## src/pkg/dta_pkg.sv

```systemverilog
/*
 * dta_pkg: constants, register map and carrier types of the dual threshold alarm unit.
 * Assumes a 250 MHz core clock and signed 16-bit display values.
 */
`default_nettype none
package dta_pkg;
    // clock and timing
    localparam int          CLK_HZ          = 250000000;        // core clock rate
    localparam int          TICK_PERIOD_S   = 1;                // delay timer step, seconds
    localparam int          TICK_CYCLES     = CLK_HZ * TICK_PERIOD_S;
    localparam logic [15:0] DELAY_MAX_S     = 16'h176f;         // 5999 seconds
    localparam logic [15:0] TOUT_MIN        = 16'h0009;         // timeout active above this
    // value limits and substitutes
    localparam logic signed [15:0] VAL_MAX  = 16'sh270f;        // 9999
    localparam logic signed [15:0] VAL_MIN  = -16'sh07cf;       // -1999
    localparam logic signed [15:0] SUB_OVF  = 16'sh2710;        // 10000
    localparam logic signed [15:0] SUB_UNF  = -16'sh07d0;       // -2000
    // register offsets
    localparam logic [7:0] REG_C1_CFG   = 8'h00;
    localparam logic [7:0] REG_C1_THR   = 8'h01;
    localparam logic [7:0] REG_C1_HYS   = 8'h02;
    localparam logic [7:0] REG_C1_HI    = 8'h03;
    localparam logic [7:0] REG_C1_LO    = 8'h04;
    localparam logic [7:0] REG_C1_OFFD  = 8'h05;
    localparam logic [7:0] REG_C1_OND   = 8'h06;
    localparam logic [7:0] REG_C2_BASE  = 8'h08;                // channel 2 repeats at +8
    localparam logic [7:0] REG_ALARM    = 8'h10;                // alarm status word
    localparam logic [7:0] REG_TOUT     = 8'h11;                // bus timeout setting
    localparam logic [7:0] REG_STATUS   = 8'h12;                // error and flash status
    // config field positions
    localparam int CFG_FUNC_LSB = 0;                            // 3-bit function
    localparam int CFG_ERR_LSB  = 4;                            // 2-bit error reaction
    localparam int CFG_FLASH    = 8;                            // flash enable
    // reset values
    localparam logic signed [15:0] RST_C1_THR = 16'sd100;
    localparam logic signed [15:0] RST_C1_HI  = 16'sd200;
    localparam logic signed [15:0] RST_C2_THR = 16'sd300;
    localparam logic signed [15:0] RST_C2_HI  = 16'sd400;
    localparam logic signed [15:0] RST_C2_LO  = 16'sd300;
    localparam logic signed [15:0] RST_ZERO   = 16'sd0;
    localparam logic [15:0]        RST_TOUT   = 16'h0064;       // 100
    // channel functions
    typedef enum logic [2:0] {
        FN_OFF, FN_EXCEED, FN_UNDERCUT, FN_INSIDE, FN_OUTSIDE, FN_DIGIN, FN_BUS
    } dta_func_t;
    // error reactions
    typedef enum logic [1:0] { ER_NONE, ER_ON, ER_OFF } dta_err_t;
    // per-channel parameter set
    typedef struct packed {
        dta_func_t          func;
        dta_err_t           err;
        logic               flash;
        logic signed [15:0] thr;
        logic signed [15:0] hys;
        logic signed [15:0] hi;
        logic signed [15:0] lo;
        logic [15:0]        off_d;
        logic [15:0]        on_d;
    } dta_chan_cfg_t;
    // measured value with its error flags
    typedef struct packed {
        logic signed [15:0] value;
        logic               ovf;
        logic               unf;
        logic               cks_err;
    } dta_meas_t;
endpackage
`default_nettype wire

```

## src/verilog/dta_chan.sv

```systemverilog
/*
 * dta_chan: one switching-point channel with comparison, error reaction and delays.
 * Assumes a one-cycle second tick and synchronous inputs from the parent.
 */
`default_nettype none
module dta_chan (
    input  wire logic                   core_clk,   // core clock
    input  wire logic                   nrst,       // async reset, low
    input  wire logic                   tick,       // one-second pulse
    input  wire dta_pkg::dta_chan_cfg_t cfg,        // parameter set
    input  wire dta_pkg::dta_meas_t     meas,       // measured value
    input  wire logic                   err_ext,    // extra error, e.g. bus timeout
    input  wire logic                   din,        // digital input level
    input  wire logic                   bus_state,  // master-written state
    output logic                        alarm       // delayed channel output
);
    logic               raw;            // undelayed decision
    logic               cmp_ff;         // hysteresis memory
    logic               first_ff;       // first evaluation after reset
    logic               alarm_ff;       // delayed output state
    logic [15:0]        cnt_ff;         // elapsed seconds of pending change
    logic signed [16:0] v;              // effective value
    logic               err;            // any error condition

    assign err   = meas.cks_err | meas.ovf | meas.unf | err_ext;
    assign alarm = alarm_ff;

    // substituted value when error reaction is none
    always_comb begin
        v = {meas.value[15], meas.value};
        if (meas.ovf) begin
            v = {dta_pkg::SUB_OVF[15], dta_pkg::SUB_OVF};           // see RULE11
        end else if (meas.unf) begin
            v = {dta_pkg::SUB_UNF[15], dta_pkg::SUB_UNF};           // see RULE11
        end
    end

    // hysteresis state of single-threshold functions
    always_ff @(posedge core_clk or negedge nrst) begin
        if (!nrst) begin
            cmp_ff <= 1'b0;
        end else if (cfg.func == dta_pkg::FN_EXCEED) begin
            if (v > cfg.thr) begin
                cmp_ff <= 1'b1;                                      // see RULE3
            end else if (v < cfg.thr - cfg.hys) begin
                cmp_ff <= 1'b0;                                      // see RULE13, see RULE21
            end
        end else if (cfg.func == dta_pkg::FN_UNDERCUT) begin
            if (v < cfg.thr) begin
                cmp_ff <= 1'b1;                                      // see RULE4
            end else if (v > cfg.thr + cfg.hys) begin
                cmp_ff <= 1'b0;                                      // see RULE13, see RULE21
            end
        end else begin
            cmp_ff <= 1'b0;                                          // see RULE12
        end
    end

    // undelayed decision per function, errors override
    always_comb begin
        unique case (cfg.func)
            dta_pkg::FN_OFF:      raw = 1'b0;                        // see RULE2
            dta_pkg::FN_EXCEED,
            dta_pkg::FN_UNDERCUT: raw = cmp_ff;
            dta_pkg::FN_INSIDE:   raw = (v >= cfg.lo) && (v <= cfg.hi);   // see RULE5, see RULE14
            dta_pkg::FN_OUTSIDE:  raw = (v < cfg.lo) || (v > cfg.hi);     // see RULE6, see RULE14
            dta_pkg::FN_DIGIN:    raw = din;                         // see RULE7
            dta_pkg::FN_BUS:      raw = bus_state;                   // see RULE8
            default:              raw = 1'b0;
        endcase
        if (err && cfg.func != dta_pkg::FN_OFF) begin
            if (cfg.err == dta_pkg::ER_ON) begin
                raw = 1'b1;                                          // see RULE9
            end else if (cfg.err == dta_pkg::ER_OFF) begin
                raw = 1'b0;                                          // see RULE10
            end
        end
    end

    // on and off delays; first evaluation after reset skips them
    always_ff @(posedge core_clk or negedge nrst) begin
        if (!nrst) begin
            alarm_ff <= 1'b0;
            cnt_ff   <= 16'h0000;
            first_ff <= 1'b1;
        end else if (first_ff) begin
            alarm_ff <= raw;                                         // see RULE17
            cnt_ff   <= 16'h0000;
            first_ff <= 1'b0;
        end else if (raw == alarm_ff) begin
            cnt_ff <= 16'h0000;                                      // see RULE22
        end else if (raw && cnt_ff >= cfg.on_d) begin
            alarm_ff <= 1'b1;                                        // see RULE16
            cnt_ff   <= 16'h0000;
        end else if (!raw && cnt_ff >= cfg.off_d) begin
            alarm_ff <= 1'b0;                                        // see RULE15
            cnt_ff   <= 16'h0000;
        end else if (tick) begin
            cnt_ff <= cnt_ff + 16'h0001;                             // see RULE22
        end
    end
endmodule
`default_nettype wire

```

## src/verilog/dta_top.sv

```systemverilog
/*
 * dta_top: dual threshold alarm unit with register port, tick and bus timeout.
 * Assumes synchronous inputs and a simple strobe register port.
 */
// Summary of operation
// RULE1: two independent channels, own function and parameters
// RULE2: function off never asserts output
// RULE3: exceed activates above threshold
// RULE4: undercut activates below threshold
// RULE5: inside window active between limits
// RULE6: outside window active beyond limits
// RULE7: digital input function follows input level
// RULE8: bus function state written by master
// RULE9: error reaction on forces output active
// RULE10: error reaction off forces output inactive
// RULE11: reaction none substitutes 10000 or -2000
// RULE12: threshold up to 9999, ignored in windows
// RULE13: hysteresis only for single-threshold functions
// RULE14: window limits from -1999 to 9999
// RULE15: off-delay 0 to 5999 seconds
// RULE16: on-delay 0 to 5999 seconds
// RULE17: no delay on first evaluation after start
// RULE18: flashing while flagged channel alarm active
// RULE19: bus timeout countdown sets error bit
// RULE20: alarm word low bits, bus-only writes
// RULE21: release past threshold plus or minus hysteresis
// RULE22: delays count seconds, restart on revert
`default_nettype none
module dta_top #(
    parameter int TICK_CYCLES = dta_pkg::TICK_CYCLES    // cycles per second tick
) (
    input  wire logic               core_clk,   // core clock
    input  wire logic               nrst,       // async reset, low
    input  wire logic [7:0]         addr,       // register index
    input  wire logic [15:0]        wdata,      // write data
    input  wire logic               wr,         // write strobe
    input  wire logic               rd,         // read strobe
    output logic [15:0]             rdata,      // read data, cycle after rd
    input  wire dta_pkg::dta_meas_t meas,       // measured value from front end
    input  wire logic               din,        // digital input
    input  wire logic               bus_comm,   // one pulse per bus communication
    output logic [1:0]              relay,      // relay outputs
    output logic                    flash       // display flashing request
);
    dta_pkg::dta_chan_cfg_t cfg_ff [2];         // parameter sets of both channels
    logic [1:0]             bus_ff;             // master-written states
    logic [15:0]            tout_set_ff;        // timeout setting
    logic [15:0]            tout_cnt_ff;        // timeout countdown
    logic                   tout_err_ff;        // timeout error bit
    logic [31:0]            tick_cnt_ff;        // second divider
    logic                   tick_ff;            // second pulse
    logic [15:0]            rdata_ff;           // read data register
    logic [1:0]             relay_ff;           // relay output register
    logic                   flash_ff;           // flash output register
    logic [1:0]             alarm;              // channel outputs
    logic [1:0]             ch_sel;             // channel addressed by read or write
    logic [2:0]             sub;                // field within channel

    assign relay = relay_ff;
    assign flash = flash_ff;
    assign rdata = rdata_ff;
    assign sub   = addr[2:0];

    // clamp a signed value to the settable range
    function automatic logic signed [15:0] clamp(input logic signed [15:0] x,
                                                 input logic signed [15:0] lo);
        if (x > dta_pkg::VAL_MAX) begin
            clamp = dta_pkg::VAL_MAX;
        end else if (x < lo) begin
            clamp = lo;
        end else begin
            clamp = x;
        end
    endfunction

    // clamp a delay to the documented span
    function automatic logic [15:0] dclamp(input logic [15:0] x);
        dclamp = (x > dta_pkg::DELAY_MAX_S) ? dta_pkg::DELAY_MAX_S : x;
    endfunction

    // decode channel of a parameter address
    always_comb begin
        ch_sel = 2'b00;
        if (addr[7:3] == dta_pkg::REG_C1_CFG[7:3]) begin
            ch_sel = 2'b01;
        end else if (addr[7:3] == dta_pkg::REG_C2_BASE[7:3]) begin
            ch_sel = 2'b10;
        end
    end

    // second tick; hardware divider rather than a software timer
    always_ff @(posedge core_clk or negedge nrst) begin
        if (!nrst) begin
            tick_cnt_ff <= 32'h0000_0000;
            tick_ff     <= 1'b0;
        end else if (tick_cnt_ff >= 32'(TICK_CYCLES - 1)) begin
            tick_cnt_ff <= 32'h0000_0000;
            tick_ff     <= 1'b1;                                     // see RULE22
        end else begin
            tick_cnt_ff <= tick_cnt_ff + 32'h0000_0001;
            tick_ff     <= 1'b0;
        end
    end

    // parameter writes, per channel; values clamped to legal span
    for (genvar c = 0; c < 2; c++) begin : g_cfg
        always_ff @(posedge core_clk or negedge nrst) begin
            if (!nrst) begin
                cfg_ff[c].func  <= dta_pkg::FN_OFF;                  // see RULE2
                cfg_ff[c].err   <= dta_pkg::ER_OFF;
                cfg_ff[c].flash <= 1'b0;
                cfg_ff[c].thr   <= (c == 0) ? dta_pkg::RST_C1_THR : dta_pkg::RST_C2_THR;
                cfg_ff[c].hys   <= dta_pkg::RST_ZERO;
                cfg_ff[c].hi    <= (c == 0) ? dta_pkg::RST_C1_HI : dta_pkg::RST_C2_HI;
                cfg_ff[c].lo    <= (c == 0) ? dta_pkg::RST_ZERO : dta_pkg::RST_C2_LO;
                cfg_ff[c].off_d <= 16'h0000;
                cfg_ff[c].on_d  <= 16'h0000;
            end else if (wr && ch_sel[c]) begin                      // see RULE1
                unique case (sub)
                    dta_pkg::REG_C1_CFG[2:0]: begin
                        if (wdata[dta_pkg::CFG_FUNC_LSB +: 3] <= 3'(dta_pkg::FN_BUS)) begin
                            cfg_ff[c].func <= dta_pkg::dta_func_t'(
                                wdata[dta_pkg::CFG_FUNC_LSB +: 3]);
                        end
                        if (wdata[dta_pkg::CFG_ERR_LSB +: 2] != 2'b11) begin
                            cfg_ff[c].err <= dta_pkg::dta_err_t'(
                                wdata[dta_pkg::CFG_ERR_LSB +: 2]);
                        end
                        cfg_ff[c].flash <= wdata[dta_pkg::CFG_FLASH];
                    end
                    dta_pkg::REG_C1_THR[2:0]:                        // see RULE12
                        cfg_ff[c].thr <= clamp(wdata, dta_pkg::VAL_MIN);
                    dta_pkg::REG_C1_HYS[2:0]: cfg_ff[c].hys <= clamp(wdata, dta_pkg::RST_ZERO);
                    dta_pkg::REG_C1_HI[2:0]:                         // see RULE14
                        cfg_ff[c].hi <= clamp(wdata, dta_pkg::VAL_MIN);
                    dta_pkg::REG_C1_LO[2:0]:                         // see RULE14
                        cfg_ff[c].lo <= clamp(wdata, dta_pkg::VAL_MIN);
                    dta_pkg::REG_C1_OFFD[2:0]: cfg_ff[c].off_d <= dclamp(wdata);   // see RULE15
                    dta_pkg::REG_C1_OND[2:0]:  cfg_ff[c].on_d  <= dclamp(wdata);   // see RULE16
                    default: ;                                       // unused slot
                endcase
            end
        end

        // channel engine
        dta_chan u_chan (
            .core_clk  (core_clk),
            .nrst      (nrst),
            .tick      (tick_ff),
            .cfg       (cfg_ff[c]),
            .meas      (meas),
            .err_ext   (tout_err_ff),                                // see RULE19
            .din       (din),
            .bus_state (bus_ff[c]),
            .alarm     (alarm[c])
        );
    end

    // master-written alarm states, only for bus-controlled channels
    always_ff @(posedge core_clk or negedge nrst) begin
        if (!nrst) begin
            bus_ff <= 2'b00;
        end else if (wr && addr == dta_pkg::REG_ALARM) begin
            for (int c = 0; c < 2; c++) begin
                if (cfg_ff[c].func == dta_pkg::FN_BUS) begin
                    bus_ff[c] <= wdata[c];                           // see RULE20, see RULE8
                end
            end
        end
    end

    // timeout setting
    always_ff @(posedge core_clk or negedge nrst) begin
        if (!nrst) begin
            tout_set_ff <= dta_pkg::RST_TOUT;
        end else if (wr && addr == dta_pkg::REG_TOUT) begin
            tout_set_ff <= wdata;
        end
    end

    // timeout countdown in seconds; a communication wins over expiry
    always_ff @(posedge core_clk or negedge nrst) begin
        if (!nrst) begin
            tout_cnt_ff <= dta_pkg::RST_TOUT;
            tout_err_ff <= 1'b0;
        end else if (tout_set_ff <= dta_pkg::TOUT_MIN) begin
            tout_cnt_ff <= tout_set_ff;                              // monitor disabled
            tout_err_ff <= 1'b0;
        end else if (bus_comm) begin
            tout_cnt_ff <= tout_set_ff;                              // see RULE19
            tout_err_ff <= 1'b0;
        end else if (tout_cnt_ff == 16'h0000) begin
            tout_err_ff <= 1'b1;                                     // see RULE19
        end else if (tick_ff) begin
            tout_cnt_ff <= tout_cnt_ff - 16'h0001;
        end
    end

    // outputs registered straight from the channel decisions
    always_ff @(posedge core_clk or negedge nrst) begin
        if (!nrst) begin
            relay_ff <= 2'b00;
            flash_ff <= 1'b0;
        end else begin
            relay_ff <= alarm;
            flash_ff <= (alarm[0] & cfg_ff[0].flash) | (alarm[1] & cfg_ff[1].flash); // see RULE18
        end
    end

    // read port; unmapped addresses read zero
    always_ff @(posedge core_clk or negedge nrst) begin
        if (!nrst) begin
            rdata_ff <= 16'h0000;
        end else if (rd) begin
            rdata_ff <= 16'h0000;
            if (ch_sel != 2'b00) begin
                unique case (sub)
                    dta_pkg::REG_C1_CFG[2:0]: rdata_ff <= {7'h00, cfg_ff[ch_sel[1]].flash,
                        2'b00, cfg_ff[ch_sel[1]].err, 1'b0, cfg_ff[ch_sel[1]].func};
                    dta_pkg::REG_C1_THR[2:0]:  rdata_ff <= cfg_ff[ch_sel[1]].thr;
                    dta_pkg::REG_C1_HYS[2:0]:  rdata_ff <= cfg_ff[ch_sel[1]].hys;
                    dta_pkg::REG_C1_HI[2:0]:   rdata_ff <= cfg_ff[ch_sel[1]].hi;
                    dta_pkg::REG_C1_LO[2:0]:   rdata_ff <= cfg_ff[ch_sel[1]].lo;
                    dta_pkg::REG_C1_OFFD[2:0]: rdata_ff <= cfg_ff[ch_sel[1]].off_d;
                    dta_pkg::REG_C1_OND[2:0]:  rdata_ff <= cfg_ff[ch_sel[1]].on_d;
                    default:                   rdata_ff <= 16'h0000;
                endcase
            end else if (addr == dta_pkg::REG_ALARM) begin
                rdata_ff <= {14'h0000, alarm};                       // see RULE20
            end else if (addr == dta_pkg::REG_TOUT) begin
                rdata_ff <= tout_set_ff;
            end else if (addr == dta_pkg::REG_STATUS) begin
                rdata_ff <= {14'h0000, flash_ff, tout_err_ff};       // see RULE19
            end
        end
    end
endmodule
`default_nettype wire

```

## config.mk

```make
export PLATFORM = sky130hd
export DESIGN_NAME = dta_top
export DESIGN_NICKNAME = d
export VERILOG_FILES = /design/src/pkg/dta_pkg.sv /design/src/verilog/dta_chan.sv /design/src/verilog/dta_top.sv
export SDC_FILE = /design/constraint.sdc
export NUM_CORES = 1
export LEC_CHECK = 0
export BUFFER_PORTS_ARGS = -buffer_cell sky130_fd_sc_hd__buf_2
export CORE_ASPECT_RATIO = 1.25
export CORE_MARGIN = 2
export CORE_UTILIZATION = 33
export DETAILED_ROUTE_END_ITERATION = 7
export PLACE_DENSITY_LB_ADDON = 0.12
export SETUP_SLACK_MARGIN = 0.4
export SLEW_MARGIN = 30
export SYNTH_ARGS = -nofsm -noshare
export SYNTH_HDL_FRONTEND = slang
export SYNTH_SLANG_ARGS = --single-unit
```

## constraint.sdc

```tcl
create_clock -name core_clk -period 7.4 [get_ports core_clk]
set_input_delay 1.48 -clock core_clk [delete_from_list [all_inputs] [get_ports core_clk]]
set_output_delay 1.48 -clock core_clk [all_outputs]
set_load 0.02 [all_outputs]
```

; ---- Yosys cells after proc, flatten, opt, wreduce, memory -nomap -nowiden
; Index checks and enable logic that the tools add are counted.
[op_classes]
addsub = 8
order_cmp = 28
n_eq_ne = 36
muxes = 64
bitwise_logic = 7
n_reduce_logical = 55
[op_table]
columns = op, n
row1 = $mux W16, 22
row2 = $mux W102, 3
row3 = $pmux W16 S7, 1
row4 = $gt A17 B16 Y1, 4
row5 = $lt A17 B16 Y1, 4
row6 = $ge A16 B16 Y1, 4
row7 = $reduce_and A2 Y1, 21
row8 = $add A16 B16 Y17, 2
row9 = $ge A17 B16 Y1, 2
row10 = $gt A17 B17 Y1, 2
row11 = $le A17 B16 Y1, 2
row12 = $lt A17 B17 Y1, 2
row13 = $mux W17, 2
row14 = $sub A16 B16 Y17, 2
row15 = $add A16 B1 Y16 const B, 2
row16 = $add A32 B1 Y32 const B, 1
row17 = $ge A32 B28 Y1 const B, 1
row18 = $mux W32, 1
row19 = $mux W1, 30
row20 = $eq A3 B3 Y1 const B, 9
row21 = $eq A8 B5 Y1 const B, 3
row22 = $eq A3 B2 Y1 const B, 6
row23 = $reduce_bool A3 Y1, 6
row24 = $gt A16 B13 Y1 const B, 1
row25 = 31 further kinds, 65
[totals]
register_bits = 328
inputBits = 49
out_inout_bits = 19
word_cells = 233

; ---- Depth between registers and ports, before layout
[depth]
depth_word = 14
ltp_mapped = 22
depth_no_buf = 22

; ---- Cells and area by module
; Synthesis repeated with hierarchy kept, for this count alone.
[unflattened]
cells_unflattened = 2898
hier_area_um2 = 24698.7
[by_module_without_submodules]
columns = module, n_inst, cells_each, area_per_inst_um2
row1 = dta_top, 1, 1392, 13305.3
row2 = dta_chan (g_cfg[1].u_chan), 1, 765, 5748.0
row3 = dta_chan (g_cfg[0].u_chan), 1, 741, 5645.4

; ---- Least setup slack after synthesis
; OpenSTA, ideal clock, no wires.
[synth_timing]
path_kind = input to register
startpoint = in meas[1] (netlist name)
endpoint = reg g_cfg[0].u_chan.cnt_ff[10]
setup_time_ps = 73
arrival_ps = 5114
required_ps = 7327
path_slack_ps = 2213
stages = 15
cell_sequence = buf_6 clkbuf_1 nor2_1 nor2_1 ha_1 nand3_1 nor4_1 nand4_1 o2111ai_1 mux2_4 o22a_1 or4b_1 a31o_2 buf_6 a21oi_2
[synth_via]
elab_chain_cells = 14
elab_cells_between_ends = 24
classes_between = order compare: 4 / eq/ne: 1 / mux: 10 / bitwise: 2 / reduce/logical: 7
[synth_rtl]
columns = item, line
row1 = from (decl), dta_top.sv:39  ; input wire dta_pkg::dta_meas_t meas,
row2 = $mux W17, dta_chan.sv:33  ; end else if (meas.unf) begin
row3 = $mux W17, dta_chan.sv:31  ; if (meas.ovf) begin
row4 = "$lt A17 B16 Y1, or another cell as far along", dta_chan.sv:66  ; dta_pkg::FN_OUTSIDE: raw = (v < cfg.lo) || (v > cfg.hi);
row5 = $logic_or A1 B1 Y1 or $logic_and A1 B1 Y1 (tied branches), "dta_chan.sv:66, dta_chan.sv:65"
row6 = $pmux W1 S5, dta_chan.sv:61  ; unique case (cfg.func)
row7 = $mux W1, dta_chan.sv:74  ; end else if (cfg.err == dta_pkg::ER_OFF) begin
row8 = $mux W1, dta_chan.sv:72  ; if (cfg.err == dta_pkg::ER_ON) begin
row9 = $mux W1 (*), dta_chan.sv:71  ; if (err && cfg.func != dta_pkg::FN_OFF) begin
row10 = $logic_not A1 Y1, dta_chan.sv:95  ; end else if (!raw && cnt_ff >= cfg.off_d) begin
row11 = $logic_and A1 B1 Y1, dta_chan.sv:95
row12 = $mux W16, dta_chan.sv:95
row13 = $mux W16, dta_chan.sv:92  ; end else if (raw && cnt_ff >= cfg.on_d) begin
row14 = $mux W16, dta_chan.sv:90  ; end else if (raw == alarm_ff) begin
row15 = $mux W16, dta_chan.sv:86  ; end else if (first_ff) begin
row16 = to (signal assigned), dta_chan.sv:99  ; cnt_ff <= cnt_ff + 16'h0001;
row17 = to (decl), dta_chan.sv:21  ; logic [15:0] cnt_ff;
; Every way passes the cells marked *; elsewhere a longest branch is shown, timed or not.
; A chain may end at the register's enable or synchronous reset.

; ---- Worst setup path after layout
[layout_timing]
startpoint = in meas[1] (netlist name)
endpoint = reg g_cfg[0].u_chan.cnt_ff[11]
; Same word-level chain as after synthesis.

==> qor.yml <==
ir_worst_vdd_mv: 0.214
wl_mm: 88.5
slew-limit-headroom_pct: 31.2
areaGrowthSynthToFinish_pct: 11.1
period_needed_ns: 5.31
hold_path_depth: 2
hold_end: "cfg_ff[107]"
fp.dieH_um: 303
finalSetupViolCount: 0
clock_latency_ns: 0.56
r2r_cells: 22
ioPinCount: 68
post_cts_buffers: 0
yosys_warnings: 0
worstReg2RegStart: "cfg_ff[80]"
overflow: 0
hpwl_mm: 69.8
synth_edf_count: 0
critical_path_depth: 12
clockBufferDepth: 3
cp_top_family: "simple AND/OR/NAND/NOR gates"
grt_usage_pct: 24.0
fp.coreArea_um2: 70800
report.final.slew_viol_count: 0
min_from: "cfg_ff[107]"
vias: 20856
drt_iter0_markers: 1332
drive_gt1_share_pct: 8.83
fillers: 7327
grt_pass1_vias: 21180
critPathKind: "input port to register"
ant_nets: 0
worstHoldPathType: "register to register"
yosysSeqAreaShare_pct: 34.7
fmax_ghz: 0.188
synth_cell_type_count: 82
clk_pin_slew_ns: 0.06
netlist_area_um2: 23600
r2r_end: "g_cfg[1].u_chan.cmp_ff"
r2r_slack_ns: 2.09
required_ns: 7.76
final_hold_viol_count: 0
syn-mean-instance-area_um2: 8.30
cts-root-buf: "clkbuf_16"
fin_nets: 3183
synthFlopType: "dfrtp_1"
tritoncts: "built"
arrival_ns: 5.68
grt_max_degree: 100
crit_path_end_kind: "register"
postLayoutCoreUtil_pct: 37.0
dieArea_um2: 73600
skew_ns: 0.0344
p_per_area_nw_per_um2: 194
wire_per_inst_um: 23.1
slowest_delay_ns: 0.75
rows: 109
multi_input_area_um2: 14000
syn_inst: 2840
fin_tns_setup_ns: 0
cp_num_buf_inv: 1
via_per_inst: 5.44
power.leakage_nw: 11.4
rsz0062_at_grt: "false"
path_max_fanout: 16
status: "complete, no violations"
cts_max_level: 2
cts.sinks: 326
cp-start-kind: "input port"
drtPass1Iterations: 5
cts_resized: 0
hold_ws_ns: 0.479
period_share_pct: 71.8
numPortBuffers: 67
place_congestion: 0.921
cts_made_buffers: 37
ctsHoldBuffers: 0
synthArstFlopShare_pct: 100
crit_chain: "buf_2 -> or3_1 -> ha_1 -> nand3_1 -> nor4_1 -> nand4_1 -> o2111ai_1 -> mux2_4 -> o22a_1 -> or2_2 -> o211ai_2 -> a21boi_0"
crit_slowest_cell: "o211ai_2"
drc_errors: 0
maxCapViolations: 0
die_w_um: 243
start_util_pct: 33.3
regArea_um2: 8190
ys_ff_latch: 326
power_mw: 5.07
worstMarginPinSlew_ns: 1.02
grt_pass1_wl_mm: 133
antenna_found_initial: 3
placed cells by master (no fill, tap or decap), drive strengths merged, types with 24 or more instances in the layout:
cell type	Yosys	layout
a21o	42	42
o22ai	33	33
nor2	235	235
nor4	32	32
nand2	365	365
nor3	34	34
buf	12	100
nor2b	25	25
nand3	70	70
o21ai	240	240
inv	259	261
clkbuf	112	50
xor2	44	44
dfrtp	300	300
dfstp	26	26
a21oi	262	262
ha	271	271
nand4	33	33
mux2i	24	24
xnor2	82	82
mux2	26	26
worst max-delay path by stage:
stage,from,end
after floorplan,meas[1],g_cfg[0].u_chan.cnt_ff[10]
after global placement,meas[1],g_cfg[0].u_chan.cnt_ff[11]
after detailed placement,meas[1],g_cfg[0].u_chan.cnt_ff[11]
after CTS,cfg_ff[80],g_cfg[1].u_chan.cmp_ff
after global routing,cfg_ff[80],g_cfg[1].u_chan.cmp_ff
final,meas[1],g_cfg[0].u_chan.cnt_ff[11]
through the flow:
stage	area (um2)	instances	setup slack (ns)
floorplan	23600	2844	2.21
global placement	24900	3763	1.58
detailed placement	24900	3763	1.56
CTS	26200	3830	2.06
global route	26200	3830	1.78
finish	26200	3831	2.09
registers in the layout (all words and copies together) (netlist names):
register,flops
g_cfg.u_chan.cmp_ff,2
tout_err_ff,1
rdata,16
tout_cnt_ff,16
bus_ff,2
g_cfg.u_chan.alarm,2
tout_set_ff,16
g_cfg.u_chan.first_ff,1
g_cfg.u_chan.cnt_ff,32
tick_ff,1
relay,2
cfg_ff,202
flash,1
tick_cnt_ff,32
worst reg2reg max path: cells and delay by family (launching register included):
| kind | cells | cell delay (ns) |
|---|---|---|
| compound gates | 15 | 3.14 |
| fa+ha+maj | 3 | 0.85 |
| simple gates | 1 | 0.50 |
| flops | 1 | 0.44 |
| buf+inv | 2 | 0.15 |
| xor+xnor | 1 | 0.15 |
report_power, final:
| group | leakage (nW) | switching (mW) | internal [mW] |
|---|---|---|---|
| combinational | 6.47 | 0.730 | 0.446 |
| clock | 0.612 | 0.799 | 1.09 |
| sequential | 4.31 | 0.116 | 1.89 |
| total | 11.4 | 1.64 | 3.43 |
final cells by class:
type,instances,area share (%)
Antenna cell,1,0.00955
Clock buffer,50,4.10
Clock inverter,17,0.578
Inverter,260,3.73
Multi-Input combinational cell,2134,53.4
Sequential cell,326,31.3
Tap cell,943,4.50
Timing Repair Buffer,100,2.39
logic make-up after synthesis:
logic type                 count (synthesis)  share of synthesized area [%]
and+or+nand+nor                          910                           17.6
AOI/OAI and AO/OA                        763                           19.5
buffers and inverters                    384                           6.22
DFF                                      326                           34.7
adders and majority gates                280                           14.9
xor gates and xnor gates                 126                           4.68
muxes                                     50                           2.28
other                                      1                         0.0159
cells in the mapped netlist, drive strengths merged, types with 5 or more instances:
cell | instances | area (um2)
nor2 | 235 | 882
nand2b | 22 | 138
a21oi | 262 | 1350
mux2 | 26 | 297
buf | 12 | 70.1
o22ai | 33 | 206
nor3 | 34 | 170
clkbuf | 112 | 420
mux2i | 24 | 240
or2 | 7 | 43.8
and3 | 17 | 106
dfstp | 26 | 683
a31oi | 20 | 125
maj3 | 5 | 50.1
o21a | 15 | 113
a22oi | 7 | 52.6
o211ai | 12 | 95.1
nand3b | 8 | 60.1
a221oi | 17 | 149
o2111ai | 11 | 96.3
a211oi | 21 | 158
inv | 259 | 972
nor2b | 25 | 156
o31ai | 9 | 67.6
or3 | 13 | 81.3
a2111oi | 6 | 52.6
nand3 | 70 | 350
a21o | 42 | 315
nand4 | 33 | 206
dfrtp | 300 | 7510
o21ai | 240 | 1200
xor2 | 44 | 385
and4 | 6 | 52.6
ha | 271 | 3390
nand2 | 365 | 1370
and2 | 10 | 62.6
o22a | 7 | 61.3
nor4 | 32 | 200
or4 | 9 | 67.6
xnor2 | 82 | 718
o21bai | 7 | 52.6
nor3b | 12 | 106
a22o | 5 | 43.8
per-layer routing:
| metal | part of all wire [%] | vias to the layer above | routed length, um | GRT usage [%] |
|---|---|---|---|---|
| met5 | 0.025 | - | 22 | 0 |
| li1 | - | 9952 | - | - |
| met3 | 4.1 | 163 | 3590 | 2.87 |
| met2 | 50 | 478 | 44600 | 43.8 |
| met1 | 40 | 10259 | 35500 | 27.7 |
| met4 | 5.4 | 4 | 4790 | 11.7 |
(Power assumes the default switching activity.)
